<file path="src/rtl/cssc_pkg.sv">
// Package for the CPU stack and sleep control block
// Assumes an 8-bit core with on-chip register RAM of 128 or 256 bytes
package cssc_pkg;
    // ==================================================
    // Widths and sizes
    localparam int          PTR_W       = 8;
    localparam int          DATA_W      = 8;
    localparam int          RAM_BYTES   = 256;
    localparam logic [7:0]  PTR_RESET   = 8'h00;
    localparam logic [7:0]  PTR_ONE     = 8'h01;
    // ==================================================
    // Stack request codes
    typedef enum logic [2:0] {
        CSSC_OP_NONE,
        CSSC_OP_PUSH,
        CSSC_OP_POP,
        CSSC_OP_LOAD,
        CSSC_OP_ALU
    } cssc_op_e;
    // ==================================================
    // Two-register ALU operations
    typedef enum logic [2:0] {
        CSSC_ALU_ADD,
        CSSC_ALU_SUB,
        CSSC_ALU_AND,
        CSSC_ALU_OR,
        CSSC_ALU_XOR,
        CSSC_ALU_MOV
    } cssc_alu_e;
    // ==================================================
    // Power states
    typedef enum logic [1:0] {
        CSSC_RUN,
        CSSC_STANDBY,
        CSSC_FULLSTOP
    } cssc_pwr_e;
endpackage : cssc_pkg

</file>
<file path="src/rtl/cssc_core.sv">
// Stack pointer, register RAM, two-register ALU and low-power control
// Assumes the sequencer issues one request per cycle and holds none
//
// Operation
// - Eight-bit pointer selects one RAM byte
// - Push increments pointer, then writes byte
// - Pop reads byte, then decrements pointer
// - Pointer holds most recent pushed byte
// - Stack anywhere in 128/256-byte RAM
// - Stack saves return addresses and flags
// - No instruction execution in low power
// - Standby keeps oscillator and timer running
// - Full stop halts oscillator and peripherals
// - RAM and configuration survive low power
// - ALU combines two registers (MOV copies the first), writes second
`timescale 1ns/1ps
`default_nettype none
module cssc_core
    import cssc_pkg::*;
#(
    parameter int RAM_SIZE = RAM_BYTES
) (
    // Clock and reset
    input  wire logic               ref_clk,
    input  wire logic               rst,
    // Sequencer requests
    input  wire logic [2:0]         opCode,
    input  wire logic [7:0]         opData,
    input  wire logic [2:0]         aluSel,
    input  wire logic [7:0]         srcAddr,
    input  wire logic [7:0]         dstAddr,
    // Power requests
    input  wire logic               enterStandby,
    input  wire logic               enterFullStop,
    input  wire logic               wakeEvent,
    // Results
    output logic [7:0]              stack_top_pointer,
    output logic [7:0]              popData,
    output logic                    popValid,
    output logic [7:0]              aluResult,
    output logic                    aluValid,
    // Power control
    output logic                    execEnable,
    output logic                    oscEnable,
    output logic                    timerEnable,
    output logic                    periphEnable
);
    // ==================================================
    // Storage
    logic [7:0]  regRam [RAM_SIZE];
    cssc_pwr_e   pwrState;
    logic        active;
    logic [7:0]  next_sp;
    logic [7:0]  srcVal;
    logic [7:0]  dstVal;
    logic [7:0]  next_alu;

    // Pointer arithmetic wraps naturally at 8 bits
    function automatic logic [7:0] stepPtr(input logic [7:0] p, input logic up);
        stepPtr = up ? p + PTR_ONE : p - PTR_ONE;
    endfunction

    // Index into RAM, folded to the fitted size
    function automatic int ramIdx(input logic [7:0] a);
        ramIdx = int'(a) % RAM_SIZE;
    endfunction

    // A request is taken only while the core runs; in sleep it is dropped
    function automatic logic takenOp(input logic run, input logic [2:0] code,
                                     input cssc_op_e op);
        takenOp = run && (cssc_op_e'(code) == op);
    endfunction

    assign active = (pwrState == CSSC_RUN);
    assign srcVal = regRam[ramIdx(srcAddr)];
    assign dstVal = regRam[ramIdx(dstAddr)];

    // ==================================================
    // Next pointer value
    always_comb begin
        next_sp = stack_top_pointer;
        if (active) begin
            case (cssc_op_e'(opCode))
                CSSC_OP_PUSH: next_sp = stepPtr(stack_top_pointer, 1'b1);
                CSSC_OP_POP:  next_sp = stepPtr(stack_top_pointer, 1'b0);
                CSSC_OP_LOAD: next_sp = opData;
                default:      next_sp = stack_top_pointer;
            endcase
        end
    end

    // Stack pointer register
    always_ff @(posedge ref_clk) begin
        if (rst) begin
            stack_top_pointer <= PTR_RESET;
        end else begin
            stack_top_pointer <= next_sp;
        end
    end

    // ALU combines both registers with no accumulator, except MOV, which copies the source
    always_comb begin
        case (cssc_alu_e'(aluSel))
            CSSC_ALU_ADD: next_alu = dstVal + srcVal;
            CSSC_ALU_SUB: next_alu = dstVal - srcVal;
            CSSC_ALU_AND: next_alu = dstVal & srcVal;
            CSSC_ALU_OR:  next_alu = dstVal | srcVal;
            CSSC_ALU_XOR: next_alu = dstVal ^ srcVal;
            CSSC_ALU_MOV: next_alu = srcVal;
            default:      next_alu = dstVal;
        endcase
    end

    // RAM writes: push at incremented pointer, ALU into second register
    always_ff @(posedge ref_clk) begin
        if (takenOp(active, opCode, CSSC_OP_PUSH)) begin
            regRam[ramIdx(next_sp)] <= opData;
        end else if (takenOp(active, opCode, CSSC_OP_ALU)) begin
            regRam[ramIdx(dstAddr)] <= next_alu;
        end
    end

    // Pop reads at current pointer before decrement
    always_ff @(posedge ref_clk) begin
        if (rst) begin
            popData  <= 8'h00;
            popValid <= 1'b0;
        end else begin
            popValid <= takenOp(active, opCode, CSSC_OP_POP);
            if (takenOp(active, opCode, CSSC_OP_POP)) begin
                popData <= regRam[ramIdx(stack_top_pointer)];
            end
        end
    end

    // ALU result register
    always_ff @(posedge ref_clk) begin
        if (rst) begin
            aluResult <= 8'h00;
            aluValid  <= 1'b0;
        end else begin
            aluValid <= takenOp(active, opCode, CSSC_OP_ALU);
            if (takenOp(active, opCode, CSSC_OP_ALU)) begin
                aluResult <= next_alu;
            end
        end
    end

    // ==================================================
    // Power state machine; RAM and pointer are never cleared here
    always_ff @(posedge ref_clk) begin
        if (rst) begin
            pwrState <= CSSC_RUN;
        end else begin
            case (pwrState)
                CSSC_RUN: begin
                    if (enterFullStop) begin
                        pwrState <= CSSC_FULLSTOP;
                    end else if (enterStandby) begin
                        pwrState <= CSSC_STANDBY;
                    end
                end
                CSSC_STANDBY, CSSC_FULLSTOP: begin
                    if (wakeEvent) begin
                        pwrState <= CSSC_RUN;
                    end
                end
                default: pwrState <= CSSC_RUN;
            endcase
        end
    end

    // Enables follow the power state
    always_comb begin
        execEnable   = active;
        oscEnable    = pwrState != CSSC_FULLSTOP;
        timerEnable  = pwrState != CSSC_FULLSTOP;
        periphEnable = active;
    end

    // ==================================================
    // Checks
    a_push_increments: assert property (@(posedge ref_clk) disable iff (rst)
        active && opCode == 3'(CSSC_OP_PUSH)
        |=> stack_top_pointer == $past(stack_top_pointer) + 8'h01)
        else $error("push did not increment pointer");
    a_pop_decrements: assert property (@(posedge ref_clk) disable iff (rst)
        active && opCode == 3'(CSSC_OP_POP)
        |=> stack_top_pointer == $past(stack_top_pointer) - 8'h01)
        else $error("pop did not decrement pointer");
    a_push_pop_return: assert property (@(posedge ref_clk) disable iff (rst)
        active && opCode == 3'(CSSC_OP_PUSH) ##1 active && opCode == 3'(CSSC_OP_POP)
        |=> popData == $past(opData, 2) && popValid)
        else $error("popped byte differs from pushed byte");
    a_sleep_holds_sp: assert property (@(posedge ref_clk) disable iff (rst)
        !active |=> stack_top_pointer == $past(stack_top_pointer))
        else $error("pointer changed in low power");
    a_sleep_no_exec: assert property (@(posedge ref_clk) disable iff (rst)
        !active |=> !popValid && !aluValid)
        else $error("execution during low power");
    a_standby_clocks: assert property (@(posedge ref_clk) disable iff (rst)
        pwrState == CSSC_STANDBY |-> oscEnable && timerEnable && !execEnable)
        else $error("standby clock enables wrong");
    a_stop_all: assert property (@(posedge ref_clk) disable iff (rst)
        pwrState == CSSC_FULLSTOP |-> !oscEnable && !timerEnable && !periphEnable)
        else $error("full stop left activity on");
    a_wrap_top: assert property (@(posedge ref_clk) disable iff (rst)
        active && opCode == 3'(CSSC_OP_PUSH) && stack_top_pointer == 8'hff
        |=> stack_top_pointer == 8'h00)
        else $error("pointer did not wrap");
    a_wrap_bottom: assert property (@(posedge ref_clk) disable iff (rst)
        active && opCode == 3'(CSSC_OP_POP) && stack_top_pointer == 8'h00
        |=> stack_top_pointer == 8'hff)
        else $error("pointer did not wrap below zero");
    a_alu_add: assert property (@(posedge ref_clk) disable iff (rst)
        active && opCode == 3'(CSSC_OP_ALU) && aluSel == 3'(CSSC_ALU_ADD)
        |=> aluValid && aluResult == $past(dstVal) + $past(srcVal))
        else $error("add result wrong");
    c_push_pop: cover property (@(posedge ref_clk)
        opCode == 3'(CSSC_OP_PUSH) ##1 opCode == 3'(CSSC_OP_POP));
    c_standby_wake: cover property (@(posedge ref_clk)
        pwrState == CSSC_STANDBY ##[1:20] pwrState == CSSC_RUN);
    c_fullstop: cover property (@(posedge ref_clk) pwrState == CSSC_FULLSTOP);
    c_wrap: cover property (@(posedge ref_clk)
        stack_top_pointer == 8'hff ##1 stack_top_pointer == 8'h00);
endmodule // cssc_core
`default_nettype wire

</file>
<file path="config.mk">
export PLATFORM = sky130hd
export DESIGN_NAME = cssc_core
export DESIGN_NICKNAME = d
export VERILOG_FILES = /design/src/rtl/cssc_pkg.sv /design/src/rtl/cssc_core.sv
export SDC_FILE = /design/constraint.sdc
export NUM_CORES = 2
export LEC_CHECK = 0
export BUFFER_PORTS_ARGS = -buffer_cell sky130_fd_sc_hd__buf_4
export CORE_MARGIN = 10
export CORE_UTILIZATION = 43
export CTS_BUF_LIST = sky130_fd_sc_hd__clkbuf_2 sky130_fd_sc_hd__clkbuf_4 sky130_fd_sc_hd__clkbuf_8
export CTS_CLUSTER_SIZE = 30
export DETAILED_ROUTE_END_ITERATION = 10
export HOLD_SLACK_MARGIN = 0.1
export MAX_ROUTING_LAYER = met4
export PLACE_DENSITY = 0.55
export SLEW_MARGIN = 20
export SYNTH_ARGS = -nofsm -noshare
export SYNTH_HDL_FRONTEND = slang
export SYNTH_SLANG_ARGS = --single-unit
</file>
<file path="constraint.sdc">
create_clock -name ref_clk -period 32.5 [get_ports ref_clk]
set_input_delay 3.25 -clock ref_clk [delete_from_list [all_inputs] [get_ports ref_clk]]
set_output_delay 3.25 -clock ref_clk [all_outputs]
set_load 0.01 [all_outputs]
</file>
After elaboration in Yosys (flattened, before gate mapping) --
Memory sizes are Yosys's and may differ from the RTL's. A register that Yosys moved wholly into a read port is not among the register bits. Index checks and enable logic that the tools add are counted.
Storage, ports and cells: register bits 20, word-level logic and storage cells 50, bits of input ports 35, memories 1, bits in writable memories 2048, output and inout bits 30
Memory list:
- regRam | depth 256, bits a word 8, rd ports 3, clocked after memory_dff 1, wr ports 1, line cssc_core.sv:50 | logic [7:0] regRam [RAM_SIZE];
Operators by class: eq/ne operators 14, $add $sub $neg 4, bitwise operators 3, mux-type cells 15, reduce and logical (&&, ||, !) cells 8
Operators by type and width (number):
- $pmux 8 s6 | 1
- $mux 8 | 3
- $pmux 8 s3 | 1
- $eq 3x2->1 const B | 4
- $eq 3x3->1 const B | 3
- $add 8x1->8 const B | 1
- $add 8x8->8 | 1
- $and 8x8->8 | 1
- $or 8x8->8 | 1
- $reduce_or 8->1 | 1
- $sub 8x1->8 const B | 1
- $sub 8x8->8 | 1
- $xor 8x8->8 | 1
- $eq 3x1->1 const B | 2
- $mux 1 | 6
- $mux 2 | 3
- $ne 2x2->1 const B | 2
- $pmux 2 s2 | 1
- $logic_and 1x1->1 | 3
- $logic_not 3->1 | 1
- $ne 3x3->1 const B | 1
- $eq 2x1->1 const B | 1
- $eq 2x2->1 const B | 1
- $logic_not 2->1 | 1
- 2 further kinds | 2

Logic depth before layout (Yosys ltp) --
depth in word-level cells 7, depth in mapped cells 28, mapped depth without buffers 21

Least setup slack after synthesis --
No wires, ideal clock.
path kind input -> register, start point input port srcAddr[0], end point memory regRam[0][7], data pin, path slack 20.093 ns, arrival time 10.890 ns, stages on the path 26, required time 30.983 ns, path through buf_6 > buf_12 > buf_8 > buf_6 > buf_2 > mux4_2 > a22oi_1 > nand3_1 > a2111oi_0 > a2bb2oi_1 > nand2_1 > ha_1 > nand2_1 > o21ai_0 > inv_1 > ha_1 > nor2b_1 > o21ai_0 > nand2b_1 > a21o_1 > a21o_1 > a31oi_1 > xnor3_1 > and3_2 > mux2i_1 > nand3_1
On the way: word-level cells in the longest chain between the ends 4, elaborated cells between the ends (all ways) 8, those cells by class add/sub (2); mux (2); bitwise (3); memory (1)
RTL lines:
- start, declared | line cssc_core.sv:30 | input wire logic [7:0] srcAddr,
- $mem_v2 256x8 *
- $sub 8x8->8 (tied with other cells) | line cssc_core.sv:105 | CSSC_ALU_SUB: next_alu = dstVal - srcVal;
- $pmux 8 s6 * | line cssc_core.sv:103 | case (cssc_alu_e'(aluSel))
- $mux 8 (no line) *
- end, declared | line cssc_core.sv:50
Mark *: on every way between the ends. The rest lies on a longest branch, timed or not.

Final worst setup path --
start point input port dstAddr[0], end point memory regRam[230][6], data pin
On the way: word-level cells in the longest chain between the ends 4, elaborated cells between the ends (all ways) 8, those cells by class add/sub (2); mux (2); bitwise (3); memory (1)
RTL lines:
- start, declared | line cssc_core.sv:31 | input wire logic [7:0] dstAddr,
- $mem_v2 256x8 *
- $sub 8x8->8 (tied with other cells) | line cssc_core.sv:105
- $pmux 8 s6 * | line cssc_core.sv:103
- $mux 8 (no line) *
Marked as above.

==> flow_summary_export.csv <==
group,metric,value,unit
status,status,"finished clean",
critical_path,worstRegToRegCells,21,
synthesis,ys.warnings.count,0,
synthesis,avgSynthCellArea,19.71,um^2
drt,drc,0,
timing,slew-limit-headroom,14.32,%
synthesis,syn_inst,5860,
floorplanning,die_h,538.3,um
finish,fin_area,0.1292,mm^2
floorplanning,die_area,0.2897,mm^2
critical_path,worstReg2RegEnd,"regRam[230][6]$_DFFE_PP_",
critical_path,crit_arrival,13450,ps
placed_design,place.gp.congestion,0.9715,
synthesis,synth_cell_types,88,
drt,wire_per_inst,45.30,um
flow_run,cap_viol_max_count,0,
clock_network,max-clock-path-buffers,4,
synthesis,seq_area_frac_synth,53.73,%
hold_path,hold_start,"aluResult[0]$_SDFFE_PP0P_",
clock_network,cts_buffers,370,
power,total_power,6.533,mW
critical_path,reg2reg_slack,24770,ps
timing,finClkSkew,118.7,ps
clock_network,path_clk_slew,60,ps
power,power_leakage,39.45,nW
critical_path,cp_max_fo,73,
global_route,grt_overflow,0,
power,sw_frac_of_total,27.50,%
clock_network,post_cts_buffers,0,
floorplanning,num_rows,190,
finish,mostFrequentLayoutCells,"2,048 x edfxtp_1, 1,832 x mux4_2, 431 x buf_4",
clock_network,cts_tree,"built",
timing,clock.fmax,78.21,MHz
floorplanning,ios,65,
power,seq_power_share,45.9,%
drt,drt_first_pass_iters,6,
hold_path,holdPathStages,2,
clock_network,ctsHoldBuffers,0,
floorplanning,core,0.2677,mm^2
drt,drtIter0Drc,11742,
timing,setup_slack,19710,ps
timing,setup_viol,0,
power,p_clk_share,38.9,%
synthesis,synthArstFlopShare,0,%
critical_path,worstReg2RegStart,"regRam[191][0]$_DFFE_PP_",
finish,final_nets,6199,
synthesis,ys_ff_latch,2076,
finish,final_common_cell,"edfxtp_1",
finish,fin_util,48.25,%
drt,vias,73225,
critical_path,cp-start-kind,"input port",
timing,slew_viol_final,0,
timing,period_minus_slack,12790,ps
timing,setup_tns,0,ps
timing,post-route-period-util,39.34,%
floorplanning,die_w,538.3,um
critical_path,crit_type,"input port to flop",
drt,via_per_inst,7.304,
clock_network,cts-htree-levels,5,
synthesis,synth-edff-count,2048,
drt,wirelength,454200,um
placed_design,dp_hpwl,300900,um
synthesis,synth_ff_type,"edfxtp_1",
power,p_sw,1.796,mW
timing,finalHoldViolations,0,
clock_network,clock_latency,1080,ps
hold_path,whs_endpoint,"aluResult[0]$_SDFFE_PP0P_",
global_route,grtUsageTotal,31.48,%
critical_path,cp.required,33160,ps
synthesis,synth_nets,5929,
synthesis,syn_area,0.1155,mm^2
clock_network,cts_root_buffer,"clkbuf_8",
hold_path,hold_path.class,"flop to flop",
clock_network,cts.sinks,2076,
global_route,grt_pass1_wl,617300,um
placed_design,dpl_cell_area,0.1215,mm^2
placed_design,io_buffers,64,
placed_design,preCtsSetupSlack,18780,ps
power,peakVddDrop,36.67,uV
power,combPwrFrac,15.1,%
drt,ant_nets,0,
finish,layout-drive-gt1-share,47.97,%
finish,syn2layout_area_growth,11.83,%
global_route,antenna_found_initial,53,
critical_path,end_kind,"flop",
global_route,grt_pass1_vias,70750,
global_route,grt_max_degree,193,
timing,max_slew.worst_pin.slew,1269,ps
clock_network,post_cts_resized,0,
floorplanning,initial_core_util,43.15,%
timing,rsz0062_at_grt,"false",
power,intPower,4.736,mW
power,cellPowerDensity,50.58,mW/mm^2
==> synthesized netlist by cell type, types with 42 or more instances <==
cell type  count  area share (%)
a21oi_1       92            0.40
a22oi_1       88            0.57
buf_1        106            0.34
buf_2         95            0.41
buf_4         56            0.36
buf_6         42            0.41
clkbuf_1     231            0.75
edfxtp_1    2048              53
mux2i_1       96            0.83
mux4_2      1832              36
nand2_1      209            0.68
nor2_1       203            0.66
nor3_1       152            0.66
o21ai_0       42            0.18
==> flip-flops by register name, indices dropped and copies added (netlist names) <==
name,flops
popValid,1
pwrState,2
stack_top_pointer,8
popData,8
regRam,2048
aluResult,8
aluValid,1
==> per-layer routing <==
| metal | GRT usage (%) | routed length (um) | share of wire, % |
|---|---|---|---|
| met5 | - | 0 | 0 |
| met4 | 14.54 | 25760 | 5.7 |
| met3 | 9.779 | 57910 | 13 |
| met2 | 45.16 | 202700 | 45 |
| met1 | 41.21 | 167900 | 37 |
==> final cells by class <==
type,count,area (um^2)
inverters,36,136.4
repair buffers,455,3646
well taps,3552,4444
flip-flops and latches,2076,62080
multi-input cells,3191,51290
fillers,22103,138500
diodes,53,132.6
clock inverters,200,1530
clock buffers,463,5903
==> power groups by stage <==
stage	clock [mW]	combinational, mW	sequential, mW
after global routing	2.70	1.02	3.00
final	2.54	0.988	3.00
after CTS	2.57	0.971	3.00
after detailed placement	0	0.969	3.06
after global placement	0	0.964	3.06
after floorplan	0	0.597	3.07
==> logic make-up (layout without fill, tap and decap cells) <==
family / count (synthesis) / count (layout) / synth area share, %
xor gates and xnor gates: 15 / 15 / 0.1257
and+or+nand+nor: 738 / 738 / 2.936
adders and majority gates: 34 / 34 / 0.3813
DFF: 2076 / 2076 / 53.73
buffers and inverters: 593 / 1154 / 2.813
muxes: 1978 / 1978 / 37.43
AOI/OAI and AO/OA: 426 / 426 / 2.584
other: 0 / 53 / 0
==> stage by stage <==
step,hold WS (ps),instances
floorplan,479.4,5860
global placement,443.2,9305
detailed placement,449.7,9310
CTS,458.2,9973
global route,494.6,10011
finish,457.3,10026
==> worst max-delay path by stage <==
| stage | cells after the start | from | slack, ps | to |
|---|---|---|---|---|
| 2_1_floorplan | 26 | srcAddr[0] | 20090 | regRam[0][7]$_DFFE_PP_ |
| 3_3_place_gp | 24 | dstAddr[0] | 18810 | regRam[224][6]$_DFFE_PP_ |
| 3_5_place_dp | 24 | dstAddr[0] | 18780 | regRam[224][6]$_DFFE_PP_ |
| 4_1_cts | 24 | dstAddr[0] | 19800 | regRam[230][6]$_DFFE_PP_ |
| 5_1_grt | 24 | dstAddr[0] | 18920 | regRam[231][6]$_DFFE_PP_ |
| 6_report | 24 | dstAddr[0] | 19710 | regRam[230][6]$_DFFE_PP_ |
==> critical path: stages <==
cell and delay [ps]:
buf_8 520, buf_4 810, buf_4 780, buf_4 690, buf_4 630, mux4_2 580
mux4_2 550, mux4_2 590, mux4_2 540, inv_1 110, ha_1 220, fa_1 220
nor2b_1 60, o21ai_0 170, nand2b_1 130, a21o_1 200, a21oi_1 170, xor2_1 80
o21ai_0 150, a2bb2oi_1 210, o221ai_2 160, nand2_4 410, buf_4 810, buf_4 710
Power figures use the tool's default switching activity.
